<file path="src/core/abbe_pkg.sv">
/*
 * Shared constants and types of the and/branch/bit-clear execute block:
 * register offsets, status bit positions, opcode patterns and carriers.
 * Assumes nothing beyond a SystemVerilog compiler.
 */
package abbe_pkg;

	// Register byte offsets on the APB bus.
	localparam logic [7:0] OFF_CTRL   = 8'h00;
	localparam logic [7:0] OFF_ACC    = 8'h04;
	localparam logic [7:0] OFF_STATUS = 8'h08;
	localparam logic [7:0] OFF_BANK   = 8'h0C;
	localparam logic [7:0] OFF_PC     = 8'h10;
	localparam logic [7:0] OFF_EXEC   = 8'h14;

	// Field positions.
	localparam int CTRL_RUN_BIT   = 0;
	localparam int FLAG_C_BIT     = 0;
	localparam int FLAG_Z_BIT     = 1;
	localparam int FLAG_N_BIT     = 2;
	localparam int EXEC_BUSY_BIT  = 0;
	localparam int EXEC_BADOP_BIT = 1;

	// Widths and reset values.
	localparam int PC_W   = 21;
	localparam int BANK_W = 4;
	localparam int ADDR_W = 12;
	localparam logic [7:0]        ACC_RST   = 8'h00;
	localparam logic [2:0]        FLAG_RST  = 3'h0;
	localparam logic [BANK_W-1:0] BANK_RST  = 4'h0;
	localparam logic [PC_W-1:0]   PC_RST    = 21'h00_0000;
	localparam logic              RUN_RST   = 1'b0;

	// Program counter step of one instruction word, in bytes.
	localparam logic [PC_W-1:0] PC_STEP = 21'h00_0002;

	// Fixed access bank: low part maps to bank 0, the rest to the top bank.
	localparam logic [7:0]        ACCESS_SPLIT = 8'h80;
	localparam logic [BANK_W-1:0] ACCESS_HIGH  = 4'hF;

	// Opcode patterns.
	localparam logic [7:0] OPC_AND_LIT   = 8'h0B;
	localparam logic [5:0] OPC_AND_REG   = 6'h05;
	localparam logic [7:0] OPC_BR_CARRY  = 8'hE2;
	localparam logic [3:0] OPC_BIT_CLEAR = 4'h9;

	typedef enum logic [2:0] {
		ST_IDLE  = 3'h0,
		ST_DEC   = 3'h1,
		ST_READ  = 3'h3,
		ST_PROC  = 3'h2,
		ST_WRITE = 3'h6
	} abbe_state_e;

	typedef enum logic [2:0] {
		OP_NONE,
		OP_AND_LIT,
		OP_AND_REG,
		OP_BR_CARRY,
		OP_BIT_CLEAR
	} abbe_op_e;

	// Request toward the data register file.
	typedef struct packed {
		logic              we;
		logic [ADDR_W-1:0] addr;
		logic [7:0]        wdata;
	} abbe_rf_req_s;

endpackage

</file>
<file path="src/core/abbe_core.sv">
/*
 * Execute logic for the literal AND, register AND, branch on carry and
 * bit clear instructions, with an APB register window.
 * Assumes the fetch unit offers words on the same clock, and that the
 * register file returns read data combinationally for the held address.
 */
//
// Contract
// - Literal AND: accumulator AND literal into accumulator, set N and Z.
// - Register AND: accumulator AND register, set N and Z, d=0 to accumulator.
// - Register AND with d=1 writes the result back to the register.
// - Access bit 0 selects the fixed access bank, 1 uses bank pointer.
// - Branch on carry taken only when carry is set; flags untouched.
// - Branch offset is signed -128..127, doubled before adding to PC.
// - Taken branch loads incremented PC plus twice offset, then a no-op cycle.
// - Bit clear clears bit b of the register in one cycle, flags untouched.
`timescale 1ns/1ps
module abbe_core (
	// Clock and reset
	input  wire logic                          pclk,
	input  wire logic                          presetn,
	// APB slave
	input  wire logic                          psel,
	input  wire logic                          penable,
	input  wire logic                          pwrite,
	input  wire logic [7:0]                    paddr,
	input  wire logic [31:0]                   pwdata,
	output logic      [31:0]                   prdata,
	output logic                               pready,
	output logic                               pslverr,
	// Instruction from fetch
	input  wire logic                          instr_valid,
	input  wire logic [15:0]                   instr_word,
	output logic                               instr_ready,
	// Data register file
	output abbe_pkg::abbe_rf_req_s             rf_req,
	input  wire logic [7:0]                    rf_rdata
);

	abbe_pkg::abbe_state_e          state_reg;
	abbe_pkg::abbe_op_e             op_reg;
	logic [15:0]                    instr_reg;
	logic                           nop_reg;
	logic                           run_reg;
	logic [7:0]                     acc_reg;
	logic [2:0]                     flag_reg;
	logic [abbe_pkg::BANK_W-1:0]    bank_reg;
	logic [abbe_pkg::PC_W-1:0]      pc_reg;
	logic                           badop_reg;
	logic [7:0]                     operand_reg;
	logic [7:0]                     result_reg;
	logic                           taken_reg;
	abbe_pkg::abbe_op_e             op_next;
	logic [abbe_pkg::ADDR_W-1:0]    eff_addr;
	logic [abbe_pkg::PC_W-1:0]      br_offset;
	logic                           wr_en;
	logic                           rd_en;
	logic                           addr_ok;
	logic [2:0]                     bit_sel;

	assign wr_en   = psel && penable && pwrite;
	assign rd_en   = psel && !penable && !pwrite;
	assign pready  = 1'b1;
	assign bit_sel = instr_reg[11:9];
	assign addr_ok = (paddr == abbe_pkg::OFF_CTRL) ||
		(paddr == abbe_pkg::OFF_ACC) || (paddr == abbe_pkg::OFF_STATUS) ||
		(paddr == abbe_pkg::OFF_BANK) || (paddr == abbe_pkg::OFF_PC) ||
		(paddr == abbe_pkg::OFF_EXEC);
	assign pslverr = psel && penable && !addr_ok;
	assign instr_ready = (state_reg == abbe_pkg::ST_IDLE) && run_reg;

	always_comb begin
		if (instr_word[15:8] == abbe_pkg::OPC_AND_LIT) begin
			op_next = abbe_pkg::OP_AND_LIT;
		end else if (instr_word[15:10] == abbe_pkg::OPC_AND_REG) begin
			op_next = abbe_pkg::OP_AND_REG;
		end else if (instr_word[15:8] == abbe_pkg::OPC_BR_CARRY) begin
			op_next = abbe_pkg::OP_BR_CARRY;
		end else if (instr_word[15:12] == abbe_pkg::OPC_BIT_CLEAR) begin
			op_next = abbe_pkg::OP_BIT_CLEAR;
		end else begin
			op_next = abbe_pkg::OP_NONE;
		end
	end

	always_comb begin
		if (instr_reg[8]) begin
			eff_addr = {bank_reg, instr_reg[7:0]};
		end else if (instr_reg[7:0] < abbe_pkg::ACCESS_SPLIT) begin
			eff_addr = {{abbe_pkg::BANK_W{1'b0}}, instr_reg[7:0]};
		end else begin
			eff_addr = {abbe_pkg::ACCESS_HIGH, instr_reg[7:0]};
		end
	end

	assign br_offset = {{(abbe_pkg::PC_W-9){instr_reg[7]}},
		instr_reg[7:0], 1'b0};

	always_ff @(posedge pclk or negedge presetn) begin
		if (!presetn) begin
			state_reg <= abbe_pkg::ST_IDLE;
			nop_reg   <= 1'b0;
			op_reg    <= abbe_pkg::OP_NONE;
			instr_reg <= 16'h0000;
		end else begin
			case (state_reg)
			abbe_pkg::ST_IDLE: begin
				if (instr_valid && run_reg) begin
					instr_reg <= instr_word;
					op_reg    <= op_next;
					state_reg <= abbe_pkg::ST_DEC;
				end
			end
			abbe_pkg::ST_DEC:   state_reg <= abbe_pkg::ST_READ;
			abbe_pkg::ST_READ:  state_reg <= abbe_pkg::ST_PROC;
			abbe_pkg::ST_PROC:  state_reg <= abbe_pkg::ST_WRITE;
			abbe_pkg::ST_WRITE: begin
				if (!nop_reg && taken_reg) begin
					nop_reg   <= 1'b1;
					state_reg <= abbe_pkg::ST_DEC;
				end else begin
					nop_reg   <= 1'b0;
					state_reg <= abbe_pkg::ST_IDLE;
				end
			end
			default: state_reg <= abbe_pkg::ST_IDLE;
			endcase
		end
	end

	// Operand read and data processing.
	always_ff @(posedge pclk or negedge presetn) begin
		if (!presetn) begin
			operand_reg <= 8'h00;
			result_reg  <= 8'h00;
			taken_reg   <= 1'b0;
		end else begin
			if (state_reg == abbe_pkg::ST_IDLE) begin
				taken_reg <= 1'b0;
			end
			if (state_reg == abbe_pkg::ST_READ && !nop_reg) begin
				if (op_reg == abbe_pkg::OP_AND_LIT ||
					op_reg == abbe_pkg::OP_BR_CARRY) begin
					operand_reg <= instr_reg[7:0];
				end else begin
					operand_reg <= rf_rdata;
				end
			end
			if (state_reg == abbe_pkg::ST_PROC && !nop_reg) begin
				case (op_reg)
				abbe_pkg::OP_AND_LIT: result_reg <= acc_reg & operand_reg;
				abbe_pkg::OP_AND_REG: result_reg <= acc_reg & operand_reg;
				abbe_pkg::OP_BIT_CLEAR: begin
					result_reg <= operand_reg & ~(8'h01 << bit_sel);
				end
				abbe_pkg::OP_BR_CARRY: begin
					taken_reg <= flag_reg[abbe_pkg::FLAG_C_BIT];
				end
				default: result_reg <= result_reg;
				endcase
			end
		end
	end

	// Register file request: address from Q1, write strobe during Q4.
	always_ff @(posedge pclk or negedge presetn) begin
		if (!presetn) begin
			rf_req <= '0;
		end else begin
			rf_req.we <= 1'b0;
			if (state_reg == abbe_pkg::ST_DEC && !nop_reg) begin
				rf_req.addr <= eff_addr;
			end
			if (state_reg == abbe_pkg::ST_PROC && !nop_reg) begin
				if ((op_reg == abbe_pkg::OP_AND_REG && instr_reg[9]) ||
					op_reg == abbe_pkg::OP_BIT_CLEAR) begin
					rf_req.we <= 1'b1;
				end
				case (op_reg)
				abbe_pkg::OP_AND_REG: rf_req.wdata <= acc_reg & operand_reg;
				abbe_pkg::OP_BIT_CLEAR: begin
					rf_req.wdata <= operand_reg & ~(8'h01 << bit_sel);
				end
				default: rf_req.wdata <= rf_req.wdata;
				endcase
			end
		end
	end

	// Accumulator and flags; the Q4 result wins over a software write.
	always_ff @(posedge pclk or negedge presetn) begin
		if (!presetn) begin
			acc_reg  <= abbe_pkg::ACC_RST;
			flag_reg <= abbe_pkg::FLAG_RST;
		end else if (state_reg == abbe_pkg::ST_WRITE && !nop_reg &&
			(op_reg == abbe_pkg::OP_AND_LIT ||
			op_reg == abbe_pkg::OP_AND_REG)) begin
			if (op_reg == abbe_pkg::OP_AND_LIT || !instr_reg[9]) begin
				acc_reg <= result_reg;
			end
			flag_reg[abbe_pkg::FLAG_N_BIT] <= result_reg[7];
			flag_reg[abbe_pkg::FLAG_Z_BIT] <= (result_reg == 8'h00);
		end else if (wr_en && paddr == abbe_pkg::OFF_ACC) begin
			acc_reg <= pwdata[7:0];
		end else if (wr_en && paddr == abbe_pkg::OFF_STATUS) begin
			flag_reg <= pwdata[2:0];
		end
	end

	// Program counter: incremented in Q1, branch target loaded in Q4.
	always_ff @(posedge pclk or negedge presetn) begin
		if (!presetn) begin
			pc_reg <= abbe_pkg::PC_RST;
		end else if (state_reg == abbe_pkg::ST_DEC && !nop_reg) begin
			pc_reg <= pc_reg + abbe_pkg::PC_STEP;
		end else if (state_reg == abbe_pkg::ST_WRITE && !nop_reg &&
			taken_reg) begin
			pc_reg <= pc_reg + br_offset;
		end else if (wr_en && paddr == abbe_pkg::OFF_PC) begin
			pc_reg <= pwdata[abbe_pkg::PC_W-1:0];
		end
	end

	// Software control, bank pointer and the sticky bad-opcode flag.
	always_ff @(posedge pclk or negedge presetn) begin
		if (!presetn) begin
			run_reg   <= abbe_pkg::RUN_RST;
			bank_reg  <= abbe_pkg::BANK_RST;
			badop_reg <= 1'b0;
		end else begin
			if (wr_en && paddr == abbe_pkg::OFF_CTRL) begin
				run_reg <= pwdata[abbe_pkg::CTRL_RUN_BIT];
			end
			if (wr_en && paddr == abbe_pkg::OFF_BANK) begin
				bank_reg <= pwdata[abbe_pkg::BANK_W-1:0];
			end
			// A new bad opcode in the clearing cycle keeps the flag set.
			if (state_reg == abbe_pkg::ST_DEC && !nop_reg &&
				op_reg == abbe_pkg::OP_NONE) begin
				badop_reg <= 1'b1;
			end else if (wr_en && paddr == abbe_pkg::OFF_EXEC &&
				pwdata[abbe_pkg::EXEC_BADOP_BIT]) begin
				badop_reg <= 1'b0;
			end
		end
	end

	// Read data is captured in the setup cycle and held for the access.
	always_ff @(posedge pclk or negedge presetn) begin
		if (!presetn) begin
			prdata <= 32'h0000_0000;
		end else if (rd_en) begin
			case (paddr)
			abbe_pkg::OFF_CTRL:   prdata <= {31'h0000_0000, run_reg};
			abbe_pkg::OFF_ACC:    prdata <= {24'h00_0000, acc_reg};
			abbe_pkg::OFF_STATUS: prdata <= {29'h0000_0000, flag_reg};
			abbe_pkg::OFF_BANK:   prdata <= {28'h000_0000, bank_reg};
			abbe_pkg::OFF_PC:     prdata <= {11'h000, pc_reg};
			abbe_pkg::OFF_EXEC: begin
				prdata <= {30'h0000_0000, badop_reg,
					state_reg != abbe_pkg::ST_IDLE};
			end
			default: prdata <= 32'h0000_0000;
			endcase
		end
	end

endmodule

</file>
<file path="config.mk">
export PLATFORM = sky130hd
export DESIGN_NAME = abbe_core
export DESIGN_NICKNAME = d
export VERILOG_FILES = /design/src/core/abbe_pkg.sv /design/src/core/abbe_core.sv
export SDC_FILE = /design/constraint.sdc
export NUM_CORES = 1
export LEC_CHECK = 0
export BUFFER_PORTS_ARGS = -buffer_cell sky130_fd_sc_hd__buf_2
export CAP_MARGIN = 10
export CORE_MARGIN = 2
export CORE_UTILIZATION = 51
export CTS_CLUSTER_DIAMETER = 200
export DETAILED_ROUTE_END_ITERATION = 10
export PLACE_DENSITY = 0.85
export SYNTH_ARGS = -nofsm -noshare
export SYNTH_HDL_FRONTEND = slang
export SYNTH_SLANG_ARGS = --single-unit
export TNS_END_PERCENT = 1
</file>
<file path="constraint.sdc">
create_clock -name pclk -period 2.8 [get_ports pclk]
set_clock_uncertainty 0.05 [all_clocks]
set_input_delay 0.56 -clock pclk [delete_from_list [all_inputs] [get_ports pclk]]
set_output_delay 0.56 -clock pclk [all_outputs]
set_load 0.01 [all_outputs]
</file>
==> flow_summary_export.csv <==
group,metric,value,unit
global_routing,grt-ovfl-total,0,
sta,timing.slew.headroom,0.437,
clocking,cts.repair.resized,0,
critical_path,crit_family,"compound AO/OA/AOI/OAI gates",
critical_path,rrSetupSlack,0.20,ns
clocking,cts_tree,"built",
layout,regArea,0.00290,mm2
synthesis,ys_seq_area_frac,0.415,
synthesis,syn_inst,799,
clocking,cts.root.buffer_cell,"clkbuf_16",
routing,drt_first_pass_iters,6,
clocking,cts_hold_buf,0,
pwr,leakage,3.90,nW
global_routing,grt_antenna_before_repair,0,
routing,drc,0,
sta,fin_crit_sh,0.929,
synthesis,synth_top_area_cell,"dfrtp_1",
routing,routed_wirelength,19700,um
routing,via_per_inst,6.06,
global_routing,grt_usage,0.279,
synthesis,avgSynthCellArea,8.76,um2
critical_path,crit_chain,"buf_4 -> ha_1 -> a21oi_1 -> o21ai_0 -> nor3_1 -> a21o_1 -> a221o_1 -> a21oi_1",
critical_path,crit_type,"reg -> reg",
sta,max_freq,384,MHz
critical_path,r2r-end,"pc_reg[16]",
critical_path,slowest_stage,"dfrtp_1",
critical_path,crit_top_cell,"a21oi_1",
sta,fin_setup_tns,0,ns
run,maxCapViolCount,0,
place,gp_congestion,0.908,
floorplan,ios,126,
critical_path,critPathArrivalTime,2.90,ns
synthesis,netlist.area_leader.share,0.415,
synthesis,syn_area,0.00700,mm2
synthesis,synth_cell_types,73,
layout,drive_gt1_frac,0.226,
clocking,clk-insertion-delay-late,0.42,ns
critical_path,cp.buffers_inverters,1,
run_status,status,"finished, final reports clean",
synthesis,synthFlopType,"dfrtp_1",
global_routing,grt_max_degree,42,
critical_path,reg2regPathDepth,8,
sta,finalMaxSlewViolations,0,
floorplan,die_h,121,um
floorplan,fp.dieW,121,um
layout,diodes,0,
floorplan,core_area,0.0133,mm2
layout,filler_cell_count,1108,
floorplan,die_area,0.0147,mm2
clocking,cts_sinks,116,
sta,hold_violations,0,
pwr,irDropWorstVdd,0.000500,V
routing,vias,6667,
sta,rsz0062_at_grt,"false",
synthesis,synth_enable_flop_cells,0,
worst_hold_path,holdCritPathClass,"in -> async",
critical_path,cp-start-kind,"register",
synthesis,synth_warnings,0,
critical_path,cp_max_fo,10,
synthesis,yosysMostFrequentCell,"nand2_1",
layout,nNetsFinal,1003,
routing,drt_iter0_drc,636,
place,place_area,0.00780,mm2
layout,multiInputGateArea,0.00375,mm2
critical_path,cp-end-kind,"register",
critical_path,worst-endpoint-required,3.10,ns
layout,final_cell_area,0.00840,mm2
floorplan,num_rows,42,
floorplan,initial_utilization,0.525,
place,port_buffers,102,
clocking,clkTransAtPathRegs,0.06,ns
sta,min_period,2.60,ns
place,dp.final_hpwl,14200,um
synthesis,synthTopCellsByCount,"119 x nand2_1, 116 x dfrtp_1, 59 x a21oi_1",
routing,avgRoutedWirePerCell,17.9,um
layout,syn_to_final_growth,19.9,%
synthesis,ys_ff_latch,116,
global_routing,grt_pass1_vias,6316,
sta,setup_viol,0,
synthesis,yosys-top-cells-area,"dfrtp_1 41%, nand2_1 6.4%, a21oi_1 4.2%, mux2i_1 4.1%, o21ai_0 4.1%",
pwr,p_per_area,855,mW/mm2
sta,worst_slew_pin_slew,0.840,ns
critical_path,cpPeakStageDelay,0.53,ns
pwr,power.total,7.18,mW
global_routing,grt_first_pass_wirelength,32000,um
critical_path,r2r_start,"instr_reg[7]",
clocking,cts_setup_buffers,0,
synthesis,async_reset_ff_frac,1.00,
routing,drtAntennaViolNets,0,
clocking,cts-htree-levels,4,
clocking,numCtsBuffers,17,
clocking,clockBufferDepth,2,
kinds of logic after synthesis:
logic type / after synthesis / synth area share
multiplexers: 51 / 0.0784
other: 2 / 0.00107
AO/OA/AOI/OAI: 208 / 0.189
adder cells (fa/ha/maj): 21 / 0.0386
flip-flops: 116 / 0.415
XOR/XNOR: 13 / 0.0163
AND/OR/NAND/NOR: 304 / 0.206
buffers and inverters: 84 / 0.0561
layout by cell type, fill, tap and decap left out, drive strengths merged, types with 4 or more instances in the layout:
cell type	count
mux2	21
clkbuf	19
nor4	7
buf	143
nor3	13
nor2b	6
o21a	6
a31oi	8
nand2	119
a22oi	5
o22ai	4
conb	12
dfrtp	116
clkinv	7
or3	4
a21oi	60
inv	28
a22o	4
xnor2	7
o21ai	61
nor2	58
nor3b	6
nand2b	6
a21o	6
a221oi	4
ha	20
nand4	13
or2	4
nand3	42
a211oi	7
and3	10
xor2	6
mux2i	29
o211ai	14
layout make-up:
cell class / instances / area share
timing repair buffer: 143 / 0.0992
inverter: 25 / 0.0112
tap: 176 / 0.0262
clock inverter: 13 / 0.0179
multi-input combinational: 609 / 0.447
sequential: 116 / 0.346
clock buffer: 19 / 0.0527
routing by layer:
layer	track usage	up-vias	share of wire
li1	-	3101	-
met1	0.390	3129	0.42
met2	0.436	384	0.46
met3	0.0498	53	0.090
met4	0.107	0	0.032
met5	0	-	0
worst register-to-register path, delay by kind of cell, from the launching register on:
family / cells / cell delay, ns
AO/OA/AOI/OAI: 5 / 1.19
flip-flops: 1 / 0.53
AND/OR/NAND/NOR: 1 / 0.09
adder cells (fa/ha/maj): 1 / 0.40
buffers and inverters: 1 / 0.26
stage by stage:
step           hold slack [ns]  setup WS (ns)  utilization  instances
2_1_floorplan            0.214          0.178            -        809
3_3_place_gp             0.396        0.00118        0.585       1069
3_5_place_dp             0.401        -0.0601        0.585       1069
4_1_cts                 0.0604          0.224        0.629       1101
5_1_grt                 0.0804         0.0403        0.629       1101
6_report                0.0463          0.198        0.629       1101
where the power goes:
part	internal, mW	switching [mW]	total (mW)
Clock	1.35	0.831	2.18
Sequential	2.05	0.468	2.52
Combinational	1.01	1.47	2.48
worst max path at each step:
| stage | start | end | cells after the start |
|---|---|---|---|
| after floorplan | instr_reg[7] | pc_reg[16] | 8 |
| after CTS | instr_reg[7] | pc_reg[16] | 8 |
| final | instr_reg[7] | pc_reg[16] | 8 |
| after detailed placement | paddr[5] | pc_reg[18] | 8 |
| after global placement | paddr[5] | pc_reg[18] | 8 |
| after global routing | instr_reg[7] | pc_reg[17] | 8 |
(Power assumes the default switching activity.)
